===== src/common/can_mode_params.svh =====
// offsets, field positions, reset values and counts of the mode control block
`ifndef CAN_MODE_PARAMS_SVH
`define CAN_MODE_PARAMS_SVH
`define CMC_ADDR_W        8
`define CMC_CTRL_OFF      8'h00
`define CMC_STAT_OFF      8'h04
`define CMC_IRQEN_OFF     8'h14
`define CMC_DBF_BIT       16
`define CMC_SWRST_BIT     15
`define CMC_TTE_BIT       7
`define CMC_ABR_BIT       6
`define CMC_AWU_BIT       5
`define CMC_NO_AUTO_RETRANSMIT_BIT      4
`define CMC_RX_FIFO_LOCK_MODE_BIT      3
`define CMC_TXO_BIT       2
`define CMC_SLPRQ_BIT     1
`define CMC_INIRQ_BIT     0
`define CMC_RXPIN_BIT     11
`define CMC_SAMPLED_RX_LEVEL_BIT      10
`define CMC_RXM_BIT       9
`define CMC_TXM_BIT       8
`define CMC_SLPF_BIT      4
`define CMC_WKF_BIT       3
`define CMC_ERRF_BIT      2
`define CMC_SLEEP_ACKNOWLEDGE_BIT      1
`define CMC_INIT_ACKNOWLEDGE_BIT      0
`define CMC_SLEEP_IRQ_ENABLE_BIT     17
`define CMC_WKUIE_BIT     16
`define CMC_ERROR_IRQ_ENABLE_BIT     15
`define CMC_RUN_BITS      11
`define CMC_SEQ_COUNT     128
`define CMC_DBF_RST       1'b1
`define CMC_SLPRQ_RST     1'b1
`endif


===== src/common/can_mode_pkg.sv =====
// types of the mode control block
package can_mode_pkg;
	// controller operating mode, one-hot
	typedef enum logic [2:0] {
		MODE_SLEEP  = 3'b001,
		MODE_INIT   = 3'b010,
		MODE_NORMAL = 3'b100
	} mode_t;
	// software control fields
	typedef struct packed {
		logic debug_freeze;
		logic time_trigger_enable;
		logic auto_busoff_recovery;
		logic auto_wakeup_enable;
		logic no_auto_retransmit;
		logic rx_fifo_lock_mode;
		logic tx_order_priority;
		logic sleep_request;
		logic init_request;
	} ctrl_t;
	// whole block state
	typedef struct packed {
		mode_t       mode;
		ctrl_t       ctrl;
		logic        sw_reset;
		logic        sleep_irq_enable;
		logic        wakeup_irq_enable;
		logic        error_irq_enable;
		logic        sleep_entry_flag;
		logic        wakeup_flag;
		logic        error_flag;
		logic        sampled_rx_level;
		logic        bus_off;
		logic        recovery_armed;
		logic [7:0]  run_cnt;
		logic [15:0] seq_cnt;
		logic [31:0] rdata;
	} state_t;
endpackage


===== src/verilog/can_mode_control.sv =====
// mode control and status logic of the bus controller
//
// The plain strobed port is this design's own decision.
`timescale 1ns/10ps
`include "can_mode_params.svh"

// Behaviour
// - debug halt with freeze keeps transmit recessive
// - software reset reloads all, enters sleep
// - time trigger output follows its bit
// - auto recovery leaves bus-off after sequences
// - manual recovery needs init set then cleared
// - auto wake on frame clears sleep bits
// - retransmit disable passed to transmit engine
// - fifo lock mode passed to receive engine
// - transmit order select passed to arbiter
// - sleep entered from normal when idle, from init at once; left on clear
// - init entered from normal when idle, from sleep at once; acknowledge follows
// - status shows live receive pin level
// - status shows last sampled receive bit
// - status shows transmitter activity
// - sleep entry flag sets, write one clears
// - wake flag sets on frame start asleep
// - error flag sets on error event
// - sleep acknowledge exactly in sleep mode
// - init acknowledge exactly in init mode
// - init acknowledge zero outside init mode
module can_mode_control #(
	parameter int RUN_BITS  = `CMC_RUN_BITS,   // recessive bits forming one idle sequence
	parameter int SEQ_COUNT = `CMC_SEQ_COUNT   // idle sequences needed to leave bus-off
) (
	input  wire logic                   SYS_CLK_IN,
	input  wire logic                   RST_N_IN,
	input  wire logic [`CMC_ADDR_W-1:0] REG_ADDR_IN,
	input  wire logic [31:0]            REG_WDATA_IN,
	input  wire logic                   REG_WR_IN,
	input  wire logic                   REG_RD_IN,
	output logic      [31:0]            REG_RDATA_OUT,
	input  wire logic                   CAN_RX_IN,
	output logic                        CAN_TX_OUT,
	input  wire logic                   CORE_TX_IN,
	input  wire logic                   DEBUG_HALT_IN,
	input  wire logic                   BIT_SAMPLE_IN,
	input  wire logic                   BUS_IDLE_IN,
	input  wire logic                   SOF_DETECT_IN,
	input  wire logic                   TX_ACTIVE_IN,
	input  wire logic                   RX_ACTIVE_IN,
	input  wire logic                   ERROR_EVENT_IN,
	input  wire logic                   BUS_OFF_ENTER_IN,
	output logic                        CORE_RESET_OUT,
	output logic                        SLEEP_MODE_OUT,
	output logic                        INIT_MODE_OUT,
	output logic                        BUS_OFF_OUT,
	output logic                        TIME_TRIGGER_OUT,
	output logic                        NO_RETRANSMIT_OUT,
	output logic                        RX_LOCK_OUT,
	output logic                        TX_ORDER_OUT
);

	// counters are 8 and 16 bits wide in the state struct, so larger counts cannot be served
	if (RUN_BITS < 1 || RUN_BITS > 255 ||
	    SEQ_COUNT < 1 || SEQ_COUNT > 65535) begin : g_bad_counts
		$error("recovery counts out of range");
	end

	localparam logic [7:0]  RUN_LAST = 8'(RUN_BITS - 1);   // last bit of a sequence
	localparam logic [15:0] SEQ_LAST = 16'(SEQ_COUNT - 1); // last sequence before exit

	can_mode_pkg::state_t st;        // registered state
	can_mode_pkg::state_t next_st;   // next state
	can_mode_pkg::state_t rst_st;    // reset image, also used by software reset

	logic wr_ctrl;      // write to control register
	logic wr_stat;      // write to status register
	logic wr_irqen;     // write to irq enable register
	logic idle_ok;      // current bus activity has completed
	logic frozen;       // transceiver prohibited by debug
	logic entering_sleep; // mode changes to sleep this cycle

	// reset image of every field
	always_comb begin
		rst_st                        = '0;
		rst_st.mode                   = can_mode_pkg::MODE_SLEEP;
		rst_st.ctrl.debug_freeze      = `CMC_DBF_RST;
		rst_st.ctrl.sleep_request     = `CMC_SLPRQ_RST;
		rst_st.sampled_rx_level       = 1'b1;
	end

	// register decode; other addresses are ignored on write and read zero
	assign wr_ctrl  = REG_WR_IN && (REG_ADDR_IN == `CMC_CTRL_OFF);
	assign wr_stat  = REG_WR_IN && (REG_ADDR_IN == `CMC_STAT_OFF);
	assign wr_irqen = REG_WR_IN && (REG_ADDR_IN == `CMC_IRQEN_OFF);
	assign idle_ok  = BUS_IDLE_IN && !TX_ACTIVE_IN && !RX_ACTIVE_IN;
	assign frozen   = st.ctrl.debug_freeze && DEBUG_HALT_IN;

	// next state: registers, mode machine, flags, recovery counters, read data
	always_comb begin
		next_st        = st;
		entering_sleep = 1'b0;
		// software control writes; reserved bits are dropped
		if (wr_ctrl) begin
			next_st.ctrl.debug_freeze         = REG_WDATA_IN[`CMC_DBF_BIT];
			next_st.ctrl.time_trigger_enable  = REG_WDATA_IN[`CMC_TTE_BIT];
			next_st.ctrl.auto_busoff_recovery = REG_WDATA_IN[`CMC_ABR_BIT];
			next_st.ctrl.auto_wakeup_enable   = REG_WDATA_IN[`CMC_AWU_BIT];
			next_st.ctrl.no_auto_retransmit   = REG_WDATA_IN[`CMC_NO_AUTO_RETRANSMIT_BIT];
			next_st.ctrl.rx_fifo_lock_mode    = REG_WDATA_IN[`CMC_RX_FIFO_LOCK_MODE_BIT];
			next_st.ctrl.tx_order_priority    = REG_WDATA_IN[`CMC_TXO_BIT];
			next_st.ctrl.sleep_request        = REG_WDATA_IN[`CMC_SLPRQ_BIT];
			next_st.ctrl.init_request         = REG_WDATA_IN[`CMC_INIRQ_BIT];
			// writing zero to the reset bit does nothing
			if (REG_WDATA_IN[`CMC_SWRST_BIT]) begin
				next_st.sw_reset = 1'b1;
			end
		end
		if (wr_irqen) begin
			next_st.sleep_irq_enable  = REG_WDATA_IN[`CMC_SLEEP_IRQ_ENABLE_BIT];
			next_st.wakeup_irq_enable = REG_WDATA_IN[`CMC_WKUIE_BIT];
			next_st.error_irq_enable  = REG_WDATA_IN[`CMC_ERROR_IRQ_ENABLE_BIT];
		end
		// manual recovery: init request seen high and then low again
		if (st.bus_off && st.ctrl.init_request && !next_st.ctrl.init_request) begin
			next_st.recovery_armed = 1'b1;
		end
		// flag clears by writing one; the set below overrides a same-cycle clear
		if (wr_stat) begin
			if (REG_WDATA_IN[`CMC_SLPF_BIT]) begin
				next_st.sleep_entry_flag = 1'b0;
			end
			if (REG_WDATA_IN[`CMC_WKF_BIT]) begin
				next_st.wakeup_flag = 1'b0;
			end
			if (REG_WDATA_IN[`CMC_ERRF_BIT]) begin
				next_st.error_flag = 1'b0;
			end
		end
		// mode machine; requests in normal mode wait for the bus to go quiet
		unique case (st.mode)
			can_mode_pkg::MODE_SLEEP: begin
				if (SOF_DETECT_IN && st.ctrl.auto_wakeup_enable) begin
					// hardware wake clears the request; acknowledge drops with the mode
					next_st.ctrl.sleep_request = 1'b0;
					next_st.mode = st.ctrl.init_request ? can_mode_pkg::MODE_INIT
					                                    : can_mode_pkg::MODE_NORMAL;
				end else if (!st.ctrl.sleep_request) begin
					next_st.mode = st.ctrl.init_request ? can_mode_pkg::MODE_INIT
					                                    : can_mode_pkg::MODE_NORMAL;
				end
			end
			can_mode_pkg::MODE_INIT: begin
				// no bus activity in init, so leaving is immediate
				if (!st.ctrl.init_request) begin
					next_st.mode = st.ctrl.sleep_request ? can_mode_pkg::MODE_SLEEP
					                                     : can_mode_pkg::MODE_NORMAL;
					entering_sleep = st.ctrl.sleep_request;
				end
			end
			can_mode_pkg::MODE_NORMAL: begin
				if (idle_ok && st.ctrl.init_request) begin
					next_st.mode = can_mode_pkg::MODE_INIT;
				end else if (idle_ok && st.ctrl.sleep_request) begin
					next_st.mode   = can_mode_pkg::MODE_SLEEP;
					entering_sleep = 1'b1;
				end
			end
		endcase
		// sleep entry flag is dropped by hardware on leaving sleep
		if (st.mode == can_mode_pkg::MODE_SLEEP &&
		    next_st.mode != can_mode_pkg::MODE_SLEEP) begin
			next_st.sleep_entry_flag = 1'b0;
		end
		// event sets come last so that they win over clears
		if (entering_sleep && st.sleep_irq_enable) begin
			next_st.sleep_entry_flag = 1'b1;
		end
		if (st.mode == can_mode_pkg::MODE_SLEEP && SOF_DETECT_IN && st.wakeup_irq_enable) begin
			next_st.wakeup_flag = 1'b1;
		end
		if (ERROR_EVENT_IN && st.error_irq_enable) begin
			next_st.error_flag = 1'b1;
		end
		// sampled receive level
		if (BIT_SAMPLE_IN) begin
			next_st.sampled_rx_level = CAN_RX_IN;
		end
		// bus-off recovery by counting runs of recessive bits
		if (BUS_OFF_ENTER_IN) begin
			next_st.bus_off        = 1'b1;
			next_st.recovery_armed = 1'b0;
			next_st.run_cnt        = '0;
			next_st.seq_cnt        = '0;
		end else if (st.bus_off && BIT_SAMPLE_IN &&
		             (st.ctrl.auto_busoff_recovery || st.recovery_armed)) begin
			if (!CAN_RX_IN) begin
				// a dominant bit breaks the current run only
				next_st.run_cnt = '0;
			end else if (st.run_cnt != RUN_LAST) begin
				next_st.run_cnt = st.run_cnt + 8'h01;
			end else if (st.seq_cnt != SEQ_LAST) begin
				next_st.run_cnt = '0;
				next_st.seq_cnt = st.seq_cnt + 16'h0001;
			end else begin
				next_st.bus_off        = 1'b0;
				next_st.recovery_armed = 1'b0;
				next_st.run_cnt        = '0;
				next_st.seq_cnt        = '0;
			end
		end
		// read data, valid the cycle after the strobe only
		next_st.rdata = '0;
		if (REG_RD_IN) begin
			unique case (REG_ADDR_IN)
				`CMC_CTRL_OFF: begin
					next_st.rdata[`CMC_DBF_BIT]   = st.ctrl.debug_freeze;
					next_st.rdata[`CMC_SWRST_BIT] = st.sw_reset;
					next_st.rdata[`CMC_TTE_BIT]   = st.ctrl.time_trigger_enable;
					next_st.rdata[`CMC_ABR_BIT]   = st.ctrl.auto_busoff_recovery;
					next_st.rdata[`CMC_AWU_BIT]   = st.ctrl.auto_wakeup_enable;
					next_st.rdata[`CMC_NO_AUTO_RETRANSMIT_BIT]  = st.ctrl.no_auto_retransmit;
					next_st.rdata[`CMC_RX_FIFO_LOCK_MODE_BIT]  = st.ctrl.rx_fifo_lock_mode;
					next_st.rdata[`CMC_TXO_BIT]   = st.ctrl.tx_order_priority;
					next_st.rdata[`CMC_SLPRQ_BIT] = st.ctrl.sleep_request;
					next_st.rdata[`CMC_INIRQ_BIT] = st.ctrl.init_request;
				end
				`CMC_STAT_OFF: begin
					next_st.rdata[`CMC_RXPIN_BIT] = CAN_RX_IN;
					next_st.rdata[`CMC_SAMPLED_RX_LEVEL_BIT]  = st.sampled_rx_level;
					next_st.rdata[`CMC_RXM_BIT]   = RX_ACTIVE_IN;
					next_st.rdata[`CMC_TXM_BIT]   = TX_ACTIVE_IN;
					next_st.rdata[`CMC_SLPF_BIT]  = st.sleep_entry_flag;
					next_st.rdata[`CMC_WKF_BIT]   = st.wakeup_flag;
					next_st.rdata[`CMC_ERRF_BIT]  = st.error_flag;
					next_st.rdata[`CMC_SLEEP_ACKNOWLEDGE_BIT]  = (st.mode == can_mode_pkg::MODE_SLEEP);
					next_st.rdata[`CMC_INIT_ACKNOWLEDGE_BIT]  = (st.mode == can_mode_pkg::MODE_INIT);
				end
				`CMC_IRQEN_OFF: begin
					next_st.rdata[`CMC_SLEEP_IRQ_ENABLE_BIT] = st.sleep_irq_enable;
					next_st.rdata[`CMC_WKUIE_BIT] = st.wakeup_irq_enable;
					next_st.rdata[`CMC_ERROR_IRQ_ENABLE_BIT] = st.error_irq_enable;
				end
				default: begin
					next_st.rdata = '0;
				end
			endcase
		end
		// software reset: one cycle later everything reloads and the bit self-clears
		if (st.sw_reset) begin
			next_st       = rst_st;
			next_st.rdata = '0;
		end
	end

	// state register
	always_ff @(posedge SYS_CLK_IN or negedge RST_N_IN) begin
		if (!RST_N_IN) begin
			st <= '{mode: can_mode_pkg::MODE_SLEEP,
			        ctrl: '{debug_freeze: `CMC_DBF_RST, sleep_request: `CMC_SLPRQ_RST,
			                default: 1'b0},
			        sampled_rx_level: 1'b1,
			        default: '0};
		end else begin
			st <= next_st;
		end
	end

	// outputs; transmit is held recessive while frozen so the bus sees nothing
	assign CAN_TX_OUT        = frozen ? 1'b1 : CORE_TX_IN;
	assign REG_RDATA_OUT     = st.rdata;
	assign CORE_RESET_OUT    = st.sw_reset;
	assign SLEEP_MODE_OUT    = (st.mode == can_mode_pkg::MODE_SLEEP);
	assign INIT_MODE_OUT     = (st.mode == can_mode_pkg::MODE_INIT);
	assign BUS_OFF_OUT       = st.bus_off;
	assign TIME_TRIGGER_OUT  = st.ctrl.time_trigger_enable;
	assign NO_RETRANSMIT_OUT = st.ctrl.no_auto_retransmit;
	assign RX_LOCK_OUT       = st.ctrl.rx_fifo_lock_mode;
	assign TX_ORDER_OUT      = st.ctrl.tx_order_priority;
endmodule // can_mode_control


===== config.mk =====
export PLATFORM = sky130hd
export DESIGN_NAME = can_mode_control
export DESIGN_NICKNAME = d
export VERILOG_FILES = /design/src/common/can_mode_pkg.sv /design/src/verilog/can_mode_control.sv
export VERILOG_INCLUDE_DIRS = /design/src /design/src/common
export SDC_FILE = /design/constraint.sdc
export NUM_CORES = 1
export LEC_CHECK = 0
export CAP_MARGIN = 40
export CORE_ASPECT_RATIO = 0.7
export CORE_MARGIN = 8
export CORE_UTILIZATION = 40
export CTS_BUF_LIST = sky130_fd_sc_hd__clkbuf_4 sky130_fd_sc_hd__clkbuf_8 sky130_fd_sc_hd__clkbuf_16
export CTS_CLUSTER_SIZE = 30
export DETAILED_ROUTE_END_ITERATION = 7
export DONT_BUFFER_PORTS = 1
export GPL_TIMING_DRIVEN = 0
export HOLD_SLACK_MARGIN = 0.05
export PLACE_DENSITY_LB_ADDON = 0.1
export SYNTH_ARGS = -nofsm -noshare
export SYNTH_HDL_FRONTEND = slang
export SYNTH_SLANG_ARGS = --single-unit
export TNS_END_PERCENT = 20

===== constraint.sdc =====
create_clock -name SYS_CLK_IN -period 4.68 [get_ports SYS_CLK_IN]
set_input_delay 0.936 -clock SYS_CLK_IN [delete_from_list [all_inputs] [get_ports SYS_CLK_IN]]
set_output_delay 0.936 -clock SYS_CLK_IN [all_outputs]
set_load 0.02 [all_outputs]

==> run_results.csv, run 1 <==
group,metric,value,unit
finish,nFillCells,740,
global_route,grt_usage,0.153,
route,drc,0,
sta,hold_viol,0,
sta,rsz0062_at_grt,"no",
worst_setup_path,worstSetupStartpointType,"register",
job,maxCapViolations,0,
sta,max-slew-margin-rel,0.583,
logic_synthesis,syn_area,0.00326,sq mm
logic_synthesis,yosysWarningCount,0,
floorplan,die_x,124,microns
clock_network,cts_resized,0,
clock_network,cts_tree,"yes",
finish,syn2layout_area_growth,15.6,%
logic_synthesis,synth_seq_cells,61,
route,wl_per_cell,17.2,microns
pwr,peakVddDrop,0.212,mV
logic_synthesis,yosysTopAreaCell,"dfrtp_1",
worst_setup_path,worstSetupStartpoint,"st[75]",
route,drt-initial-drc-count,191,
global_route,grt_pass1_wl,13.3,mm
global_route,overflow,0,
worst_setup_path,end_kind,"primary output",
sta,fin_hold_ws,0.296,ns
worst_setup_path,crit_required,3.74,ns
placement,place_ws,1.80,ns
clock_network,path_clk_slew,0.06,ns
worst_setup_path,worstSetupPathType,"register to primary output",
logic_synthesis,dominantRegCellSynth,"dfrtp_1",
worst_setup_path,critPathMaxFanout,9,
pwr,leakage,1.76,nW
route,finalWirelength,8.26,mm
placement,place_congestion,0.791,
worst_setup_path,r2r-end,"st[44]",
logic_synthesis,syn_inst,347,
logic_synthesis,synth_most_common_cell,"dfrtp_1",
route,ant_nets,0,
sta,finalMaxSlewViolations,0,
floorplan,num_rows,27,
logic_synthesis,synth_area_leaders,"dfrtp_1, buf_4, nor2_1, nand2_1, dfstp_2",
worst_setup_path,worstSetupEndpoint,"SLEEP_MODE_OUT",
worst_setup_path,reg2reg_slack,2.32,ns
floorplan,initial_core_util,0.414,
logic_synthesis,async_reset_ff_frac,1.00,
logic_synthesis,synthDistinctLibCells,55,
sta,post-route-period-util,0.552,
sta,worst_pin_slew,0.621,ns
clock_network,clock_latency,0.33,ns
worst_setup_path,reg2reg_from,"CORE_RESET_OUT",
route,drt_pass1_iterations,4,
worst_setup_path,rr_worst_depth,6,
clock_network,cts-root-buf,"clkbuf_16",
global_route,grt_max_degree,62,
floorplan,die_area,0.0113,sq mm
sta,max_freq,387,MHz
clock_network,cts_made_buffers,9,
global_route,antenna_found_initial,1,
placement,hpwl,6.02,mm
placement,io_buffers,0,
logic_synthesis,yosysTopAreaCellShare,0.438,
route,drt-vias-per-instance,5.26,
logic_synthesis,syn_area_per_cell,9.38,sq um
sta,fin_crit,2.58,ns
pwr,p_per_area,355,mW/mm^2
sta,finalSetupTns,0,ns
finish,drive_gt1_frac,0.174,
floorplan,die_y,91.5,microns
outcome,outcome,"completed",
clock_network,cts_hold_buf,0,
worst_setup_path,cp.arrival,1.65,ns
clock_network,cts_buffer_depth,2,
clock_network,post_cts_buffers,0,
route,vias,2525,
min_path,hold_class,"input port to async pin",
floorplan,top_level_ports,95,
finish,nets,431,
sta,fin_ws,2.10,ns
clock_network,h-tree-depth,3,
sta,setup_viol,0,
global_route,grt_pass1_vias,2502,
logic_synthesis,ys_seq_area_frac,0.470,
finish,antenna_cells,0,
logic_synthesis,synth_edf_count,0,
logic_synthesis,ys_top_cells_by_count,"dfrtp_1, nor2_1, buf_4, nand2_1, nand3_1",
sta,fin_skew,0.00819,ns
floorplan,core_area,0.00787,sq mm
clock_network,cts.sinks,61,
[worst min-delay path by stage]
stage	start	to	slack, ns	cells past startpoint
final	RST_N_IN	st[33]	0.30	0
after global routing	RST_N_IN	st[41]	0.28	0
after CTS	RST_N_IN	st[41]	0.29	0
after detailed placement	st[46]	st[46]	0.52	1
after global placement	st[62]	REG_RDATA_OUT[15]	0.51	1
after floorplan	st[67]	st[75]	0.47	2
[through the flow]
stage / std cells / utilization / power (mW) / cell area (sq um)
CTS: 480 / 0.478 / 1.35 / 3760
finish: 480 / 0.478 / 1.34 / 3760
global placement: 464 / 0.437 / 0.632 / 3440
global route: 480 / 0.478 / 1.38 / 3760
floorplan: 363 / - / 0.621 / 3320
detailed placement: 464 / 0.437 / 0.633 / 3440
[routing by layer]
layer | GRT usage | wire length (microns) | part of all wire
met4 | 0.0509 | 34 | 0.0041
met2 | 0.210 | 3630 | 0.44
met3 | 0.0532 | 552 | 0.067
met1 | 0.215 | 4040 | 0.49
met5 | 0 | 8 | 0.00097
[kinds of logic (layout without fill, tap and decap cells)]
family                     count (synthesis)  after routing  synth area share
AOI/OAI and AO/OA                         61             61             0.132
xor gates and xnor gates                  11             11            0.0296
adders and majority gates                  3              3            0.0115
buffers and inverters                     53             69             0.101
DFF                                       61             61             0.470
muxes                                      5              5            0.0161
other                                      1             17           0.00115
and+or+nand+nor                          152            152             0.239
[critical path: stages (launching register included)]
cell	delay [ns]
dfstp_2	0.51
clkbuf_1	0.29
and2_1	0.18
clkbuf_1	0.34
[area by class of cell]
class                   count  area [sq um]  area share
inverters                   5          18.8     0.00499
clock inverters             4          72.6      0.0193
clock buffers              12           248      0.0658
plain buffers              48           309      0.0821
flip-flops and latches     61          1530       0.407
well taps                 101           126      0.0336
multi-input cells         249          1460       0.387
[registers in the layout, indices dropped and copies added, names as in the netlist]
signal,cells
TX_ORDER_OUT,1
REG_RDATA_OUT,15
RX_LOCK_OUT,1
st,40
NO_RETRANSMIT_OUT,1
BUS_OFF_OUT,1
CORE_RESET_OUT,1
TIME_TRIGGER_OUT,1
[report_power, final]
part	internal [mW]	leakage [nW]	switching (mW)	total (mW)
clock network	0.482	0.157	0.227	0.710
logic	0.0292	0.786	0.0416	0.0708
registers	0.542	0.820	0.0125	0.555
total	1.05	1.76	0.281	1.34
[placed cells by master (no fill, tap or decap), types with 3 or more instances in the layout]
| master | count |
|---|---|
| conb_1 | 17 |
| and2_1 | 6 |
| nor3_1 | 8 |
| a21oi_1 | 12 |
| a31oi_1 | 3 |
| nor4_1 | 5 |
| a22oi_1 | 7 |
| a32oi_1 | 3 |
| a41o_1 | 3 |
| xnor2_1 | 7 |
| or3_1 | 3 |
| nand4_1 | 3 |
| and3_1 | 12 |
| ha_1 | 3 |
| or2_2 | 3 |
| buf_4 | 32 |
| clkbuf_16 | 9 |
| nand2b_1 | 6 |
| nor2_1 | 38 |
| dfrtp_1 | 57 |
| xor2_1 | 4 |
| a21o_1 | 4 |
| o21ai_0 | 7 |
| inv_1 | 5 |
| nand2_1 | 32 |
| clkbuf_1 | 14 |
| dfstp_2 | 4 |
| mux2i_1 | 3 |
| clkbuf_4 | 3 |
| o31ai_1 | 6 |
| nand3_1 | 20 |
| nor2b_1 | 3 |
No activity file was read; power rests on OpenSTA's default activity.
==> run 2, diff against run 1 <==
Clock period 4.68 ns to 2.15 ns, I/O delays scaled along.
==> run 2 against run 1 <==
  * Wire length is 2.2% higher
  * Register-to-register slack worse by 2.3 ns
  * Die area stayed put
  * Final area is 4.6% higher
  * Sequential share of layout area is 1.8 points lower
  * Sequential cell count stayed put
  * Global-route usage is 0.20 points higher
  * Sequential power is 120% higher
  * Core utilization is 2.2 points higher
  * Setup slack worse by 2.1 ns
  * Worst hold slack worse by 0.062 ns
  * Critical path depth is 4 higher
  * Critical path type is now register to register
  * Largest cell class is now multi-input gates
==> run_results.csv, run 2 (synthesis results as in run 1) <==
group,metric,value,unit
outcome,outcome,"completed",
placement,place_congestion,0.791,
min_path,hold_class,"input port to register",
sta,fin_skew,0.00569,ns
clock_network,h-tree-depth,3,
route,drt-vias-per-instance,5.32,
min_path,hold_path.startpoint,"CAN_RX_IN",
placement,io_buffers,0,
sta,worst_pin_slew,0.804,ns
route,vias,2580,
worst_setup_path,cp.arrival,2.34,ns
floorplan,core_area,0.00787,sq mm
floorplan,die_x,124,microns
min_path,min_path_cells,1,
clock_network,cts-root-buf,"clkbuf_16",
floorplan,die_y,91.5,microns
global_route,grt_usage,0.155,
worst_setup_path,critical_path_buf_inv_count,1,
floorplan,initial_core_util,0.414,
finish,nFillCells,727,
clock_network,cts_tree,"yes",
job,maxCapViolations,0,
finish,largest-register,"st",
pwr,leakage,1.83,nW
floorplan,die_area,0.0113,sq mm
sta,finalSetupTns,0,ns
clock_network,cts_made_buffers,9,
sta,finalMaxSlewViolations,0,
global_route,grt_max_degree,62,
route,drt-initial-drc-count,140,
worst_setup_path,r2r-end,"st[44]",
clock_network,path_clk_slew,0.05,ns
sta,max-slew-margin-rel,0.462,
finish,final_common_cell,"dfrtp_1",
sta,setup_viol,0,
sta,fin_crit,2.14,ns
global_route,grt_pass1_vias,2537,
worst_setup_path,reg2reg_from,"st[32]",
finish,drive_gt1_frac,0.221,
worst_setup_path,worstSetupStartpointType,"register",
floorplan,num_rows,27,
finish,nets,436,
route,drt_pass1_iterations,4,
placement,place_area,0.00344,sq mm
sta,hold_viol,0,
sta,post-route-period-util,0.994,
worst_setup_path,rr_worst_depth,7,
pwr,peakVddDrop,0.447,mV
finish,final_util,0.500,
clock_network,cts_buffer_depth,2,
finish,largest_reg_flops,40,
route,wl_per_cell,17.4,microns
route,drc,0,
worst_setup_path,cp_cell_sequence,"ha_2, or4bb_4, nor4_4, buf_4, nor3_4, a32oi_1, o31ai_2",
worst_setup_path,critPathMaxStageDelay,0.48,ns
worst_setup_path,critPathMaxFanout,5,
min_path,hold_end,"st[58]",
worst_setup_path,worstSetupPathType,"register to register",
global_route,overflow,0,
finish,syn2layout_area_growth,20.9,%
worst_setup_path,slowest_stage,"or4bb_4",
placement,hpwl,6.02,mm
floorplan,top_level_ports,95,
pwr,p_per_area,747,mW/mm^2
finish,layout_common_cells,"dfrtp_1, buf_4, nor2_1, nand2_1, nand3_1",
clock_network,cts.sinks,61,
sta,max_freq,468,MHz
worst_setup_path,end_kind,"register",
finish,antenna_cells,0,
worst_setup_path,path_delay_family,"simple AND/OR/NAND/NOR gates",
worst_setup_path,crit_required,2.36,ns
global_route,grt_pass1_wl,13.5,mm
route,finalWirelength,8.45,mm
route,ant_nets,0,
clock_network,clock_latency,0.33,ns
finish,final_area,0.00394,sq mm
worst_setup_path,reg2reg_slack,0.01,ns
global_route,antenna_found_initial,1,
sta,rsz0062_at_grt,"yes",
==> run 2: cell count changes in the layout (fill, tap and decap cells not counted), sizes merged <==
| cell | change |
|---|---|
| buf | +6 |
| clkbuf | -2 |
| dlygate4sd3 | +1 |
==> run 2: per-layer routing <==
layer  global-route usage  part of all wire  vias up
met5                    0           0.00095        -
met4               0.0529             0.014        2
met3               0.0532             0.071       13
met2                0.214              0.43       67
met1                0.217              0.48     1258
li1                     -                 -     1240
==> run 2: power by group <==
group / internal (mW) / leakage [nW] / switching, mW
Clock: 1.05 / 0.157 / 0.494
Combinational: 0.0710 / 0.858 / 0.117
Sequential: 1.18 / 0.820 / 0.0272
Total: 2.30 / 1.83 / 0.638
==> run 2: cell type report <==
class	count	area [sq um]	area share
timing repair buffer	7	75.1	0.0191
clock buffer	12	248	0.0629
inverter	5	18.8	0.00477
sequential	61	1530	0.389
tap	101	126	0.0321
multi-input combinational	249	1560	0.396
clock inverter	4	72.6	0.0184
buffer	46	304	0.0772
==> run 2: worst max path at each step <==
stage	from	end	slack [ns]	cells after the start
floorplan	st[53]	st[45]	0.12	6
global placement	REG_ADDR_IN[1]	st[67]	-0.21	6
detailed placement	REG_ADDR_IN[1]	st[67]	-0.23	6
CTS	CORE_RESET_OUT	st[44]	-0.03	6
global route	st[32]	st[44]	-0.09	7
finish	st[32]	st[44]	0.01	7
==> run 2: what timing repair did <==
item,in CTS,in global routing
pin swaps,0,10
endpoints found under the hold margin,61,0
setup buffers,0,5
setup endpoints to repair,12,20
gates resized for setup,9,12
hold buffers,2,0
==> run 2: stage by stage <==
stage / total power, mW / worst slack [ns] / hold WS, ns / instances
after floorplan: 1.35 / 0.119 / 0.134 / 363
after global placement: 1.38 / -0.212 / 0.137 / 464
after detailed placement: 1.38 / -0.228 / 0.136 / 464
after CTS: 2.98 / -0.0280 / 0.220 / 482
after global routing: 3.05 / -0.0861 / 0.225 / 485
final: 2.94 / 0.0122 / 0.234 / 485
==> run 3, diff against run 2 <==
Settings changed: CORE_MARGIN 8 to 5, RECOVER_POWER from default to 25.
==> run 3 against run 2 <==
  * Wire length shrank 4.4%
  * Clock skew shrank 0.0013 ns
  * Setup slack gained 0.038 ns
  * Sequential power is essentially flat
  * Core utilization shrank 0.99 points
  * Total power shrank 3.4%
  * Highest routed layer is now met4
==> run_results.csv, run 3 (synthesis results as in run 1) <==
group,metric,value,unit
sta,worst_pin_slew,0.841,ns
worst_setup_path,critPathMaxStageDelay,0.46,ns
worst_setup_path,worstSetupStartpointType,"register",
finish,multiInputGateArea,0.00155,sq mm
route,finalWirelength,8.08,mm
global_route,grt_pass1_vias,2461,
pwr,p_total,2.84,mW
clock_network,cts_made_buffers,9,
pwr,seqPwrFrac,0.425,
sta,max-slew-margin-rel,0.437,
finish,nFillCells,754,
worst_setup_path,crit_required,2.36,ns
sta,fin_ws,0.0501,ns
sta,finalMaxSlewViolations,0,
clock_network,path_clk_slew,0.05,ns
floorplan,die_y,85.5,microns
sta,setup_viol,0,
route,drt-initial-drc-count,266,
finish,antenna_cells,0,
placement,hpwl,5.72,mm
route,drc,0,
outcome,outcome,"completed",
worst_setup_path,cp.arrival,2.31,ns
finish,largest-register,"st",
global_route,grt_max_degree,62,
sta,fin_crit,2.10,ns
placement,post-place-cells,464,
sta,rsz0062_at_grt,"yes",
route,drt_pass1_iterations,4,
clock_network,cts_tree,"yes",
floorplan,num_rows,27,
finish,drive_gt1_frac,0.215,
placement,place_congestion,0.800,
finish,largest_reg_flops,40,
clock_network,cts_buffer_depth,2,
finish,final_area,0.00387,sq mm
pwr,p_per_area,732,mW/mm^2
floorplan,top_level_ports,95,
worst_setup_path,slowest_stage,"or3_1",
pwr,p_int,2.17,mW
global_route,grt_usage,0.168,
sta,hold_viol,0,
finish,layout_common_cells,"dfrtp_1, nor2_1, buf_4, nand2_1, nand3_1",
route,wl_per_cell,16.7,microns
pwr,peakVddDrop,0.439,mV
placement,place_area,0.00344,sq mm
route,ant_nets,0,
floorplan,initial_core_util,0.412,
placement,place_ws,-0.232,ns
worst_setup_path,critPathMaxFanout,8,
pwr,clkPwrFrac,0.511,
pwr,leakage,1.82,nW
finish,final_cell_count_no_fill,483,
pwr,sw_frac_of_total,0.235,
route,drt-vias-per-instance,5.20,
clock_network,clock_latency,0.33,ns
global_route,antenna_found_initial,0,
worst_setup_path,end_kind,"register",
finish,final_common_cell,"dfrtp_1",
pwr,net-switching-power,668,uW
floorplan,core_area,0.00791,sq mm
clock_network,cts.sinks,61,
floorplan,die_area,0.0101,sq mm
sta,max_freq,476,MHz
sta,fin_hold_ws,0.223,ns
global_route,overflow,0,
floorplan,die_x,118,microns
clock_network,h-tree-depth,3,
worst_setup_path,cp_cell_sequence,"clkbuf_1, or3_1, nor4_4, buf_4, nor3_4, a41oi_1, a31oi_1",
worst_setup_path,worstSetupPathType,"register to register",
sta,fin_skew,0.00438,ns
clock_network,cts-root-buf,"clkbuf_16",
job,maxCapViolations,0,
finish,nets,434,
global_route,grt_pass1_wl,13.3,mm
sta,post-route-period-util,0.977,
route,vias,2513,
worst_setup_path,critical_path_buf_inv_count,2,
placement,io_buffers,0,
min_path,hold_class,"input port to register",
pwr,pwr-share-comb,0.064,
finish,syn2layout_area_growth,19.0,%
finish,ff_latch_area,0.00153,sq mm
worst_setup_path,path_delay_family,"simple AND/OR/NAND/NOR gates",
[run 3: cell types whose count changed in the layout (fill, tap and decap cells not counted), sizes merged]
cell      delta
bufinv       -1
clkinvlp     -1
clkinv       +4
buf          -4
[run 3: path summary, 6_finish.rpt]
| path | cells past startpoint | slack (ns) | startpoint | to |
|---|---|---|---|---|
| max | 7 | 0.05 | st[41] | st[43] |
| min | 1 | 0.22 | CAN_RX_IN | st[58] |
| max reg2reg | 7 | 0.05 | st[41] | st[43] |
| min reg2reg | 1 | 0.52 | st[58] | REG_RDATA_OUT[10] |
| max in group asynchronous | 2 | 0.81 | RST_N_IN | REG_RDATA_OUT[2] |
| min in group asynchronous | 2 | 0.78 | RST_N_IN | st[33] |
[run 3: final cells by class]
| type | count | area share |
|---|---|---|
| clock buffer | 10 | 0.0617 |
| sequential | 61 | 0.395 |
| multi-input combinational | 249 | 0.400 |
| inverter | 5 | 0.00484 |
| tap | 101 | 0.0326 |
| clock inverter | 6 | 0.0161 |
| buffer | 46 | 0.0788 |
| timing repair buffer | 5 | 0.0103 |
[run 3: timing repair]
action,in CTS,in global routing
pin swaps,0,4
endpoints found under the hold margin,61,0
hold buffers,2,0
endpoints found under the setup margin,11,20
resized for setup,6,14
buffers inserted,0,3
[run 3: power by group through the flow]
stage                     Combinational (mW)  Sequential (mW)  Clock (mW)
after CTS                              0.184             1.21        1.49
final                                  0.182             1.21        1.45
after floorplan                        0.133             1.22           0
after global placement                 0.149             1.23           0
after global routing                   0.208             1.21        1.56
after detailed placement               0.151             1.23           0
[run 3: routing by layer]
layer	part of all wire	GRT usage
met1	0.51	0.252
met4	0.011	0.0563
met5	0	0
met3	0.059	0.0560
met2	0.42	0.223
[run 3: metrics by stage]
| stage | setup TNS, ns | utilization |
|---|---|---|
| after global routing | -0.403 | 0.490 |
| final | 0 | 0.490 |
| after global placement | -0.806 | 0.435 |
| after floorplan | 0 | - |
| after CTS | -0.0410 | 0.483 |
| after detailed placement | -0.901 | 0.435 |
